===== config.mk =====
export PLATFORM = sky130hd
export DESIGN_NAME = plt_launch_ctrl
export DESIGN_NICKNAME = d
export VERILOG_FILES = /design/src/plt_pkg.sv /design/src/plt_launch_ctrl.sv /design/src/plt_tick_div.sv /design/src/plt_seg_adjust.sv
export SDC_FILE = /design/constraint.sdc
export NUM_CORES = 1
export LEC_CHECK = 0
export BUFFER_PORTS_ARGS = -buffer_cell sky130_fd_sc_hd__buf_2
export CORE_MARGIN = 3
export CORE_UTILIZATION = 40
export DETAILED_ROUTE_END_ITERATION = 16
export PLACE_DENSITY_LB_ADDON = 0.15
export SLEW_MARGIN = 5
export SYNTH_ARGS = -nofsm -noshare
export SYNTH_HDL_FRONTEND = slang
export SYNTH_SLANG_ARGS = --single-unit

===== constraint.sdc =====
create_clock -name ref_clk -period 9.3 [get_ports ref_clk]
set_input_delay 1.86 -clock ref_clk [delete_from_list [all_inputs] [get_ports ref_clk]]
set_output_delay 1.86 -clock ref_clk [all_outputs]
set_load 0.005 [all_outputs]

===== src/plt_pkg.sv =====
// shared constants and types for the playback launch and time trim block
package plt_pkg;
  // register map
  localparam logic [7:0] ADDR_LAUNCH = 8'h0C;
  localparam logic [7:0] ADDR_OD_ADJ = 8'h0D;
  localparam logic [7:0] ADDR_SP_ADJ = 8'h0E;
  localparam logic [7:0] ADDR_SN_ADJ = 8'h0F;
  localparam logic [7:0] RST_LAUNCH  = 8'h00;
  localparam logic [7:0] RST_ADJ     = 8'h00;
  localparam int         LAUNCH_BIT  = 0;

  // sequencer slots
  localparam int         NUM_SLOTS     = 8;
  localparam int         WAIT_FLAG_BIT = 7;

  // mode field encodings
  localparam logic [2:0] MODE_INT_TRIG  = 3'h0;
  localparam logic [2:0] MODE_EXT_EDGE  = 3'h1;
  localparam logic [2:0] MODE_EXT_LEVEL = 3'h2;
  localparam logic [2:0] MODE_DIAG      = 3'h6;
  localparam logic [2:0] MODE_CAL       = 3'h7;

  // library sample full scale marks the overdrive segment
  localparam logic signed [7:0] AMP_MAX = 8'sh7F;

  // timing
  localparam int CLK_PERIOD_NS = 25;
  localparam int TICK_MS       = 5;
  localparam int WAIT_MS       = 10;
  localparam int TICK_CYCLES   = TICK_MS * 1000000 / CLK_PERIOD_NS;
  localparam int WAIT_TICKS    = WAIT_MS / TICK_MS;

  typedef struct packed {
    logic              last;
    logic [7:0]        dur;
    logic signed [7:0] amp;
  } plt_seg_s;

  typedef struct packed {
    logic       wr;
    logic       rd;
    logic [7:0] addr;
    logic [7:0] wdata;
  } plt_reg_req_s;

  typedef logic [NUM_SLOTS-1:0][7:0] plt_slots_t;
endpackage : plt_pkg


===== src/plt_launch_ctrl.sv =====
// playback launch control, sequencer walk and segment time trim registers
//
// Summary of operation
// - launch bit write starts mode-selected process
// - launch plays sequencer slots as software trigger
// - launch reads one until sequence completes, except in level trigger mode where it tracks the pin
// - host clearing launch abandons sequence at once
// - external trigger modes drive the launch bit
// - calibration or diagnostic mode starts that routine
// - full-scale samples form overdrive, get overdrive trim
// - overdrive trim signed, 5 ms per count
// - overdrive trim ignored in closed loop
// - other positive samples get positive sustain trim
// - positive sustain trim signed, 5 ms per count
// - other negative samples get negative sustain trim
// - negative sustain trim signed, 5 ms per count
// - walk slots in order, stop at zero
// - wait slot idles 10 ms per count
`timescale 1ns/1ps
module plt_launch_ctrl import plt_pkg::*; #(
  parameter int unsigned TICK_CYCLES_P = TICK_CYCLES
) (
  // clock and reset
  input  logic         ref_clk,
  input  logic         nrst,
  // decoded register access
  input  plt_reg_req_s reg_req,
  output logic [7:0]   reg_rdata_r,
  // configuration from neighbouring registers
  input  logic [2:0]   mode,
  input  plt_slots_t   slots,
  input  logic         closed_loop,
  // external trigger pin
  input  logic         ext_trig,
  // waveform library
  output logic         wave_req_r,
  output logic [6:0]   wave_id_r,
  input  plt_seg_s     seg_in,
  input  logic         seg_valid,
  output logic         seg_ready_r,
  // output stage
  output logic         drive_en_r,
  output logic [7:0]   drive_amp_r,
  // calibration and diagnostics
  output logic         cal_start_r,
  output logic         diag_start_r,
  input  logic         routine_done
);
  typedef enum logic [2:0] {
    ST_IDLE    = 3'b000,
    ST_FETCH   = 3'b001,
    ST_SEG     = 3'b010,
    ST_HOLD    = 3'b011,
    ST_WAIT    = 3'b100,
    ST_ROUTINE = 3'b101
  } plt_state_e;

  plt_state_e st_r;
  logic       launch_r;
  logic [7:0] od_adj_r;
  logic [7:0] sp_adj_r;
  logic [7:0] sn_adj_r;
  logic [2:0] idx_r;
  logic [8:0] cnt_r;
  logic       last_r;
  logic       ext_q_r;
  logic       tick;
  logic       restart;
  logic [8:0] adj_ticks;
  logic [7:0] slot_cur;
  logic       host_wr_launch;
  logic       accept;
  logic       step;
  logic       finish;
  logic       cancel;
  logic       routine_mode;
  logic [9:0] od_sum_exp;

  assign slot_cur       = slots[idx_r];
  assign host_wr_launch = reg_req.wr && (reg_req.addr == ADDR_LAUNCH);
  assign accept         = (st_r == ST_SEG) && seg_valid && seg_ready_r;
  assign routine_mode   = (mode == MODE_CAL) || (mode == MODE_DIAG);
  assign cancel         = (st_r != ST_IDLE) && !launch_r;
  assign step           = ((st_r == ST_HOLD) && (cnt_r == 9'h000) && last_r)
                       || ((st_r == ST_WAIT) && (cnt_r == 9'h000));
  assign finish         = ((st_r == ST_FETCH) && (slot_cur == 8'h00))
                       || (step && (idx_r == 3'(NUM_SLOTS - 1)))
                       || ((st_r == ST_ROUTINE) && routine_done);
  assign restart        = accept || ((st_r == ST_FETCH) && slot_cur[WAIT_FLAG_BIT]);

  plt_tick_div #(.CYCLES(TICK_CYCLES_P)) u_tick (
    .ref_clk (ref_clk),
    .nrst    (nrst),
    .restart (restart),
    .tick    (tick)
  );

  plt_seg_adjust u_adj (
    .seg         (seg_in),
    .od_adj      (od_adj_r),
    .sp_adj      (sp_adj_r),
    .sn_adj      (sn_adj_r),
    .closed_loop (closed_loop),
    .adj_ticks   (adj_ticks)
  );

  // trim registers
  always_ff @(posedge ref_clk) begin
    if (!nrst) begin
      od_adj_r <= RST_ADJ;
      sp_adj_r <= RST_ADJ;
      sn_adj_r <= RST_ADJ;
    end else if (reg_req.wr) begin
      if (reg_req.addr == ADDR_OD_ADJ) od_adj_r <= reg_req.wdata;
      if (reg_req.addr == ADDR_SP_ADJ) sp_adj_r <= reg_req.wdata;
      if (reg_req.addr == ADDR_SN_ADJ) sn_adj_r <= reg_req.wdata;
    end
  end

  // launch bit: host write wins, then trigger pin, then completion
  always_ff @(posedge ref_clk) begin
    if (!nrst) begin
      launch_r <= RST_LAUNCH[LAUNCH_BIT];
      ext_q_r  <= 1'b0;
    end else begin
      ext_q_r <= ext_trig;
      if (host_wr_launch) begin
        launch_r <= reg_req.wdata[LAUNCH_BIT];
      end else if (mode == MODE_EXT_EDGE && ext_trig && !ext_q_r) begin
        launch_r <= 1'b1;
      end else if (mode == MODE_EXT_LEVEL) begin
        launch_r <= ext_trig;
      end else if (finish) begin
        launch_r <= 1'b0;
      end
    end
  end

  // read data
  always_ff @(posedge ref_clk) begin
    if (!nrst) begin
      reg_rdata_r <= 8'h00;
    end else if (reg_req.rd) begin
      unique case (reg_req.addr)
        ADDR_LAUNCH: reg_rdata_r <= {7'h00, launch_r};
        ADDR_OD_ADJ: reg_rdata_r <= od_adj_r;
        ADDR_SP_ADJ: reg_rdata_r <= sp_adj_r;
        ADDR_SN_ADJ: reg_rdata_r <= sn_adj_r;
        default:     reg_rdata_r <= 8'h00;
      endcase
    end
  end

  // sequencer walk
  always_ff @(posedge ref_clk) begin
    if (!nrst) begin
      st_r         <= ST_IDLE;
      idx_r        <= 3'h0;
      cnt_r        <= 9'h000;
      last_r       <= 1'b0;
      wave_req_r   <= 1'b0;
      wave_id_r    <= 7'h00;
      seg_ready_r  <= 1'b0;
      drive_en_r   <= 1'b0;
      drive_amp_r  <= 8'h00;
      cal_start_r  <= 1'b0;
      diag_start_r <= 1'b0;
    end else begin
      wave_req_r   <= 1'b0;
      cal_start_r  <= 1'b0;
      diag_start_r <= 1'b0;
      if (cancel || finish) begin
        st_r        <= ST_IDLE;
        seg_ready_r <= 1'b0;
        drive_en_r  <= 1'b0;
        drive_amp_r <= 8'h00;
      end else begin
        unique case (st_r)
          ST_IDLE: begin
            if (launch_r && routine_mode) begin
              st_r         <= ST_ROUTINE;
              cal_start_r  <= (mode == MODE_CAL);
              diag_start_r <= (mode == MODE_DIAG);
            end else if (launch_r) begin
              st_r  <= ST_FETCH;
              idx_r <= 3'h0;
            end
          end
          ST_FETCH: begin
            if (slot_cur[WAIT_FLAG_BIT]) begin
              cnt_r <= 9'(slot_cur[6:0] * WAIT_TICKS);
              st_r  <= ST_WAIT;
            end else begin
              wave_req_r  <= 1'b1;
              wave_id_r   <= slot_cur[6:0];
              seg_ready_r <= 1'b1;
              st_r        <= ST_SEG;
            end
          end
          ST_SEG: begin
            if (accept) begin
              seg_ready_r <= 1'b0;
              cnt_r       <= adj_ticks;
              last_r      <= seg_in.last;
              drive_amp_r <= seg_in.amp;
              drive_en_r  <= (adj_ticks != 9'h000);
              st_r        <= ST_HOLD;
            end
          end
          ST_HOLD, ST_WAIT: begin
            if (cnt_r == 9'h000) begin
              drive_en_r <= 1'b0;
              if (step) begin
                idx_r <= idx_r + 3'h1;
                st_r  <= ST_FETCH;
              end else begin
                seg_ready_r <= 1'b1;
                st_r        <= ST_SEG;
              end
            end else if (tick) begin
              cnt_r <= cnt_r - 9'h001;
              if (cnt_r == 9'h001) drive_en_r <= 1'b0;
            end
          end
          ST_ROUTINE: begin
          end
          default: st_r <= ST_IDLE;
        endcase
      end
    end
  end

  // checks
  // overdrive length from nominal plus sign-extended trim, bit 9 marks underflow
  assign od_sum_exp = {2'b00, seg_in.dur} + {{2{od_adj_r[7]}}, od_adj_r};
endmodule : plt_launch_ctrl


===== src/plt_tick_div.sv =====
// divider producing a one-cycle pulse every tick period
`timescale 1ns/1ps
module plt_tick_div import plt_pkg::*; #(
  parameter int unsigned CYCLES = TICK_CYCLES
) (
  // clock and reset
  input  logic ref_clk,
  input  logic nrst,
  // control
  input  logic restart,
  output logic tick
);
  localparam int W = $clog2(CYCLES);
  logic [W-1:0] cnt_r;

  always_ff @(posedge ref_clk) begin
    if (!nrst || restart) begin
      cnt_r <= '0;
      tick  <= 1'b0;
    end else if (cnt_r == W'(CYCLES - 1)) begin
      cnt_r <= '0;
      tick  <= 1'b1;
    end else begin
      cnt_r <= cnt_r + W'(1);
      tick  <= 1'b0;
    end
  end
endmodule : plt_tick_div


===== src/plt_seg_adjust.sv =====
// trims one library segment duration by its class offset
`timescale 1ns/1ps
module plt_seg_adjust import plt_pkg::*; (
  // segment and offsets
  input  plt_seg_s   seg,
  input  logic [7:0] od_adj,
  input  logic [7:0] sp_adj,
  input  logic [7:0] sn_adj,
  input  logic       closed_loop,
  // adjusted length in ticks
  output logic [8:0] adj_ticks
);
  logic signed [7:0] ofs;
  logic signed [9:0] sum;

  always_comb begin
    if (seg.amp == AMP_MAX) begin
      ofs = closed_loop ? 8'sh00 : $signed(od_adj);
    end else if (seg.amp > 8'sh00) begin
      ofs = $signed(sp_adj);
    end else if (seg.amp < 8'sh00) begin
      ofs = $signed(sn_adj);
    end else begin
      ofs = 8'sh00;
    end
    sum       = $signed({2'b00, seg.dur}) + 10'(ofs);
    adj_ticks = (sum < 10'sh000) ? 9'h000 : sum[8:0];
  end
endmodule : plt_seg_adjust


# Word-level counts from Yosys, hierarchy flattened
# Cells that the tools add are included.
# W data, S select, Z words.
# word_totals
ff_bits	89
word_cells	154
input_bits	108
output_inout_bits	28
# op_classes
muxes	41
eq_ne	30
n_reduce_logical	49
n_bitwise	7
magnitude_cmp	4
addsub	4
# ops
operator	count
$mux W9	5
$mux W8	5
$eq A8 B4 Y1 const B	4
$pmux W8 S4	1
$mux W3	9
$pmux W9 S3	1
$bmux W8 S3	1
$add A18 B1 Y18 const B	1
$eq A18 B18 Y1 const B	1
$ne A2 B2 Y1 const B	9
$eq A3 B3 Y1 const B	5
$pmux W3 S5	1
$logic_and A1 B1 Y1	14
$mux W1	14
$reduce_and A6 Y1	2
$add A9 B8 Y10	1
$lt A10 B1 Y1 const B	1
$eq A3 B2 Y1 const B	3
$eq A9 B1 Y1 const B	1
$logic_not A9 Y1	1
$reduce_bool A9 Y1	1
$sub A9 B1 Y9 const B	1
$eq A8 B8 Y1 const B	1
$gt A8 B1 Y1 const B	1
other kinds (26)	51

# Logic depth before layout (Yosys ltp)
# Gate-level depths: netlist (run 1).
# depth
depth_word	11
mapped_depth	14

# Modules after synthesis
# From an unflattened synthesis (run 1), not the netlist that was laid out.
# unflattened
hier_cells	637
area_unflattened_um2	5368.9
# modules_own_cells
mod	seq_area_each_um2	n_inst	cells_per_inst	area_per_inst_um2
plt_launch_ctrl	1401.3	1	450	3873.7
plt_tick_div	380.4	1	99	872.1
plt_seg_adjust	0.0	1	88	623.1

# Least setup slack after synthesis (run 1)
# OpenSTA, ideal clock, no wires.
# synth_timing
kind	input -> register
start	input port seg_in[7] (netlist bit)
end	register drive_en_r
t_arrival_ns	4.454
slack_ns	4.715
stages	12
path_cell_list	buf_2 -> a21oi_1 -> a221oi_1 -> a21oi_1 -> ha_1 -> a21o_1 -> and4_1 -> o31ai_1 -> xor2_1 -> or4_1 -> o21ai_1 -> a311oi_1
# synth_via
elab_chain_cells	10
# synth_rtl
element	line_no	source
from (decl)	plt_launch_ctrl.sv:38	input plt_seg_s seg_in,
$lt A8 B1 Y1	plt_seg_adjust.sv:21	end else if (seg.amp < 8'sh00) begin
$mux W8	plt_seg_adjust.sv:21	
$mux W8	plt_seg_adjust.sv:19	end else if (seg.amp > 8'sh00) begin
$mux W8 *	plt_seg_adjust.sv:17	if (seg.amp == AMP_MAX) begin
$add A9 B8 Y10 *	plt_seg_adjust.sv:26	sum = $signed({2'b00, seg.dur}) + 10'(ofs);
$lt A10 B1 Y1	plt_seg_adjust.sv:27	adj_ticks = (sum < 10'sh000) ? 9'h000 : sum[8:0];
$mux W9 *	plt_seg_adjust.sv:27	
$reduce_bool A9 Y1 *	plt_launch_ctrl.sv:206	drive_en_r <= (adj_ticks != 9'h000);
$mux W1 *	plt_launch_ctrl.sv:201	if (accept) begin
$pmux W1 S2 *	plt_launch_ctrl.sv:178	unique case (st_r)
to (signal assigned)	plt_launch_ctrl.sv:206	
to (decl)	plt_launch_ctrl.sv:42	output logic drive_en_r,
# Every way passes the cells marked *; elsewhere a longest branch is shown, timed or not. The select of a mux whose other input is x is not followed.
# A chain may end at the register's enable or synchronous reset.

# Worst setup path in the final report (run 1)
# layout_timing
start	input port seg_in[7] (netlist bit)
end	register cnt_r[5]
# layout_via
elab_chain_cells	9
# layout_rtl
element	line_no	source
$lt A8 B1 Y1	plt_seg_adjust.sv:21	
$mux W8	plt_seg_adjust.sv:21	
$mux W8	plt_seg_adjust.sv:19	
$mux W8 *	plt_seg_adjust.sv:17	
$add A9 B8 Y10 *	plt_seg_adjust.sv:26	
$lt A10 B1 Y1	plt_seg_adjust.sv:27	
$mux W9 *	plt_seg_adjust.sv:27	
$mux W9 *	plt_launch_ctrl.sv:201	
$pmux W9 S3 *	plt_launch_ctrl.sv:178	
to (signal assigned)	plt_launch_ctrl.sv:191	cnt_r <= 9'(slot_cur[6:0] * WAIT_TICKS);
to (signal assigned)	plt_launch_ctrl.sv:203	cnt_r <= adj_ticks;
to (signal assigned)	plt_launch_ctrl.sv:221	cnt_r <= cnt_r - 9'h001;
to (decl)	plt_launch_ctrl.sv:64	logic [8:0] cnt_r;
# Marked as above.

==> run metrics, run 1 <==
post-layout util=0.503; critical path class=in2reg; DIE AREA=14900 um^2; Die Height=122 um; post-synthesis register bit count=89; final worst path period share=0.558; dominant synthesized flop cell=dfxtp_1; mapped cell area=5400 um^2; Setup-failing EPs final=0; Core Rows=41; TritonCTS clock tree=done; initial antenna violation count=0; I/O pins=136; worst min path class=reg2reg; antenna cell count=0; worst slew margin relative to its limit=0.262; top-count cell post-synth=dfxtp_1; Critical Path AT=5.48 ns; Synth area leader=dfxtp_1; MaxCap Viol Count=0; status=completed; hold buffer count at CTS=0; top post-synthesis cells by area=dfxtp_1, mux2i_1, mux4_1, a21oi_1, mux4_2; Clk Latency, worst-skew pair=0.36 ns; Area growth, synth to finish=20.5%; Initial DRC Count=333; share of cells above drive strength 1=0.268; GRT Util Overall=0.196; Synth warnings=0; Multi-input gate area=3410 um^2; Netlist cell types=72; Starting Density=0.418; Vias=4873; global-route wire length before repair=23100 um; clk buf depth=2; maximum vdd ir drop=0.132 mV; Mapped Cells=590; final weighted congestion in routability-driven placement=0.871; top cells by count, synth=dfxtp_1, a21oi_1, nor2_1; DRT Pass-1 Iters=5; Worst Skew=0.0101 ns; drt via density=5.50; Crit path required time=9.58 ns; vias in the first global route=4628; Worst Setup End Kind=flip-flop; startpoint types=primary input; Setup TNS=0 ns; drc violations=0; Final Hold Viols=0; sequential fraction of the synthesis area=0.330; post-route ant nets=0; clock slew at reported path FFs=0.06 ns; fin crit period=5.19 ns; EDFF count, synth=0; core area=12900 um^2; RSZ-0062 raised after global routing=no; worst slew pin tran=1.10 ns; largest net degree at the start of global routing=61; Num CTS Buffers=9; fin nets=832; TritonCTS Sinks=89; asr flop ratio synth=0; Post-CTS Setup Bufs=0; Static Leak=0.00261 uW; Power Dens Cells=154 nW/um^2; GR Overflow Total=0; max-slew violations=0; Fillers=1251; synthesized netlist net count=713; Avg Inst Size Synth=9.15 um^2; Max Clock Freq=193 MHz; root buf cell=clkbuf_16; share of the synthesized area in the top cell type=0.330; sequential cell area=1780 um^2; CP Max Fanout=14; final wirelength=15000 um; post_cts resized=0; Routed WL per cell=16.9 um; PortBufs=135; post-DP HPWL=11300 um; Die Width=122 um; H-Tree Depth=3
-- layout make-up --
type / count / share of cell area
inverters: 18 / 0.0104
clock buffers: 10 / 0.0367
clock inverters: 6 / 0.0146
flip-flops and latches: 89 / 0.274
repair buffers: 138 / 0.107
well taps: 172 / 0.0331
multi-input cells: 453 / 0.524
-- path summary, 6_finish.rpt --
path	cells past startpoint	to	slack [ns]	from
worst max-delay path	13	cnt_r[5]	4.11	seg_in[7]
worst min-delay path	2	drive_amp_r[0]	0.46	drive_amp_r[0]
worst max register to register	6	wave_id_r[1]	5.98	idx_r[1]
worst min register to register	2	drive_amp_r[0]	0.46	drive_amp_r[0]
-- registers in the layout (all words and copies together), names as in the netlist, 3 cells and up --
register,flops
wave_id_r,7
sn_adj_r,8
reg_rdata_r,8
cnt_r,9
u_tick.cnt_r,18
drive_amp_r,8
idx_r,3
sp_adj_r,8
st_r,3
od_adj_r,8
-- per-stage QoR --
| step | power, uW | worst slack [ns] | cells | cell area (um^2) | hold slack (ns) |
|---|---|---|---|---|---|
| detailed placement | 596 | 3.85 | 870 | 6170 | 0.450 |
| global placement | 592 | 3.96 | 870 | 6170 | 0.440 |
| global route | 1050 | 3.77 | 886 | 6500 | 0.472 |
| floorplan | 537 | 4.72 | 590 | 5400 | 0.426 |
| finish | 1000 | 4.11 | 886 | 6500 | 0.459 |
| CTS | 1010 | 4.21 | 886 | 6500 | 0.461 |
-- layout by cell type (no fill, tap or decap), types with 14 or more instances in the layout --
master and n:
dfxtp_1 89, nor3_1 17, xor2_1 15, nor2b_1 32, nand2_1 32, inv_1 18
nand3_1 22, buf_2 135, nand2b_1 16, o21ai_0 19, a21oi_1 41, mux2i_1 32
ha_1 14, xnor2_1 15, nor2_1 38
-- routing by layer --
metal / wire length (um) / vias up / GRT usage
li1: - / 2423 / -
met1: 6770 / 2294 / 0.256
met2: 7130 / 145 / 0.327
met3: 945 / 11 / 0.0539
met4: 120 / 0 / 0.0420
met5: 0 / - / 0
-- cells by family after synthesis --
family,count (synthesis),share of synthesized area
XOR/XNOR,30,0.0487
AND/OR/NAND/NOR,222,0.230
AO/OA/AOI/OAI,123,0.150
adder cells (fa/ha/maj),15,0.0362
buffers and inverters,48,0.0387
flip-flops,89,0.330
multiplexers,63,0.166
-- worst max-delay path, stage by stage --
cell and delay (ns):
buf_2 0.17, nand4b_1 0.24, nor2_1 0.71, a221oi_1 0.11, a21oi_1 0.33, ha_1 0.33
a211o_1 0.28, a211o_1 0.26, a2bb2oi_1 0.16, xnor2_1 0.51, and3_1 0.26, a221oi_1 0.05
a21oi_1 0.18
-- power by group --
part / switching [uW] / internal [uW] / total (uW)
registers: 16.5 / 394 / 411
logic: 99.1 / 80.0 / 179
clock network: 165 / 247 / 412
total: 281 / 721 / 1000
(Power assumes the default switching activity.)
==> run 2, diff against run 1 <==
--- a/config.mk
+++ b/config.mk
@@ -5,6 +5,7 @@
 export SDC_FILE = /design/constraint.sdc
 export NUM_CORES = 1
 export LEC_CHECK = 0
+export ABC_AREA = 1
 export BUFFER_PORTS_ARGS = -buffer_cell sky130_fd_sc_hd__buf_2
 export CORE_MARGIN = 3
 export CORE_UTILIZATION = 40
==> constraint.sdc (replaced) <==
create_clock -name ref_clk -period 5.4 [get_ports ref_clk]
set_input_delay 1.08 -clock ref_clk [delete_from_list [all_inputs] [get_ports ref_clk]]
set_output_delay 1.08 -clock ref_clk [all_outputs]
set_load 0.005 [all_outputs]
==> run metrics, run 2 <==
worst slew margin relative to its limit=0.525 (+0.263); post-synthesis register bit count=89 (unchanged); Setup TNS=0 ns (unchanged); H-Tree Depth=3 (unchanged); sequential cell area=1780 um^2 (unchanged); RSZ-0062 raised after global routing=no; fin nets=1112 (+34%); status=completed; clk buf depth=2 (unchanged); top flop regs=u_tick.cnt_r x18, cnt_r x9; TritonCTS clock tree=done; Vias=5769 (+18%); CP Cell Sequence=buf_2 -> inv_2 -> nand2_1 -> nor2_1 -> and2_1 -> nand2_1 -> o22ai_1 -> ha_1 -> a21oi_1 -> nand2_1 -> nand2_1 -> nand3_1 -> inv_1 -> nand2_1 -> nand2_1 -> o21ai_0 -> nand2_1 -> inv_1 -> nand3_1 -> nand2_1 -> a21oi_1; GR Overflow Total=0 (unchanged); CP most frequent cell=nand2_1; dominant synthesized flop cell=dfxtp_1; share of the synthesized area in the top cell type=0.321 (-0.00871); core area=13400 um^2 (+3.7%); initial antenna violation count=0 (unchanged); antenna cell count=0 (unchanged); DRT Pass-1 Iters=5 (unchanged); synthesized netlist net count=995 (+40%); Mapped Cells=872 (+48%); Setup-failing EPs final=0 (unchanged); Synth area leader=dfxtp_1; post-DP HPWL=11700 um (+2.9%); post_cts resized=0 (unchanged); flip-flop count of the largest register after layout=18 (unchanged); drc violations=0 (unchanged); Avg Inst Size Synth=6.36 um^2 (-31%); global-route wire length before repair=24400 um (+5.5%); worst slew pin tran=0.712 ns (-0.392 ns); Initial DRC Count=393 (+18%); asr flop ratio synth=0 (unchanged); CP Max Fanout=11 (-3); Post-CTS Setup Bufs=0 (unchanged); fin crit period=3.75 ns; commonest non-fill, non-tap cell in the layout=nand2_1; max incr delay on CP=0.34 ns (-0.37 ns); max-slew violations=0 (unchanged); DIE AREA=15300 um^2 (+2.6%); Area growth, synth to finish=17.9%; post-route ant nets=0 (unchanged); Crit path required time=5.67 ns (-3.91 ns); Routed WL per cell=13.1 um (-22%); Clk Latency, worst-skew pair=0.35 ns (about the same); largest net degree at the start of global routing=33 (-46%); final wirelength=15400 um (+2.8%); worst slack at placement=1.39 ns (-2.46 ns); Synth warnings=0 (unchanged); EDFF count, synth=0 (unchanged); PortBufs=135 (unchanged); Starting Density=0.414 (-0.00382); Fillers=1440 (+15%); worst min path class=reg2reg; startpoint types=primary input; Num CTS Buffers=9 (unchanged); Final Hold Viols=0 (unchanged); Max Clock Freq=267 MHz; Top reg by flops=u_tick.cnt_r; GRT Util Overall=0.200 (+0.00412); mapped cell area=5550 um^2 (+2.7%); share of cells above drive strength 1=0.179 (-0.0884); Die Width=124 um (+1.3%); TritonCTS Sinks=89 (unchanged); Die Height=124 um (+1.3%); clock slew at reported path FFs=0.07 ns (about the same); critical path class=in2reg; Critical Path AT=4.01 ns (-1.47 ns); Final WS setup=1.65 ns (-2.45 ns); top-count cell post-synth=nand2_1; Multi-input gate area=3110 um^2 (-8.8%); maximum vdd ir drop=0.186 mV (+41%); drt via density=4.93 (-10%); I/O pins=136 (unchanged); Static Leak=0.00305 uW (+17%); Slowest-stage cell, CP=and2_1; sequential fraction of the synthesis area=0.321 (-0.00871); Core Rows=42 (+2.4%); top post-synthesis cells by area=dfxtp_1, nand2_1, nor2_1, inv_1, o21ai_0; top cells by count, synth=nand2_1, nor2_1, inv_1, dfxtp_1, o21ai_0; final weighted congestion in routability-driven placement=0.830 (-4.6%); root buf cell=clkbuf_16; vias in the first global route=5103 (+10%); Worst Setup End Kind=flip-flop; Power Dens Cells=411 nW/um^2 (+170%); final worst path period share=0.694; Netlist cell types=44 (-39%); hold buffer count at CTS=0 (unchanged); MaxCap Viol Count=0 (unchanged); most frequent cells in the layout=nand2_1, nor2_1, buf_2; Worst Skew=0.00636 ns (-0.00371 ns)
==> run 2: cell types whose count changed in the layout (fill, tap and decap cells not counted), moves of 32 or more <==
| cell | delta |
|---|---|
| mux2i_1 | -32 |
| inv_1 | +94 |
| nand2_1 | +145 |
| o21ai_0 | +35 |
| nor2b_1 | -32 |
| nor2_1 | +122 |
==> run 2: layout make-up <==
class,instances,area share
Sequential cell,89,0.272
Inverter,118,0.0681
Clock buffer,10,0.0365
Multi-Input combinational cell,633,0.475
Clock inverter,6,0.00727
Timing Repair Buffer,138,0.107
Tap cell,176,0.0337
==> run 2: per-stage QoR <==
stage                     instances  instance area [um^2]  hold WS [ns]  total power, uW  utilization
after detailed placement       1154                  6250         0.454             2090        0.467
final                          1170                  6540         0.463             2690        0.488
after global routing           1170                  6540         0.480             2940        0.488
after floorplan                 872                  5550         0.430             1860            -
after global placement         1154                  6250         0.443             2090        0.467
after CTS                      1170                  6540         0.466             2710        0.488
==> run 2: cells by family (layout without fill, tap and decap cells) <==
logic type | after synthesis | after routing | synth area share
xor gates and xnor gates | 8 | 8 | 0.0126
buffers and inverters | 150 | 272 | 0.118
DFF | 89 | 89 | 0.321
and+or+nand+nor | 437 | 437 | 0.337
AOI/OAI and AO/OA | 173 | 173 | 0.176
adders and majority gates | 15 | 15 | 0.0352
==> run 2: critical path: cells and delay by family <==
kind / cells / cell delay, ns
compound gates: 4 / 0.77
fa+ha+maj: 1 / 0.31
buf+inv: 4 / 0.37
simple gates: 12 / 1.47
==> run 2: report_power, final <==
group,switching (uW),internal [uW]
registers,87.8,726
clock network,286,331
logic,826,433
==> run 2: layer usage <==
metal	GRT usage	part of all wire	vias to the layer above
met5	0	0	-
met4	0.0519	0.011	0
met3	0.0454	0.057	13
met2	0.327	0.47	162
met1	0.268	0.47	2519
li1	-	-	3075
==> run 2: final timing paths <==
kind / from / end / slack (ns) / depth (start not counted)
min: reg_rdata_r[3] / reg_rdata_r[3] / 0.46 / 2
min reg2reg: reg_rdata_r[3] / reg_rdata_r[3] / 0.46 / 2
max: seg_in[7] / drive_en_r / 1.65 / 21
max reg2reg: idx_r[0] / wave_id_r[5] / 2.69 / 12
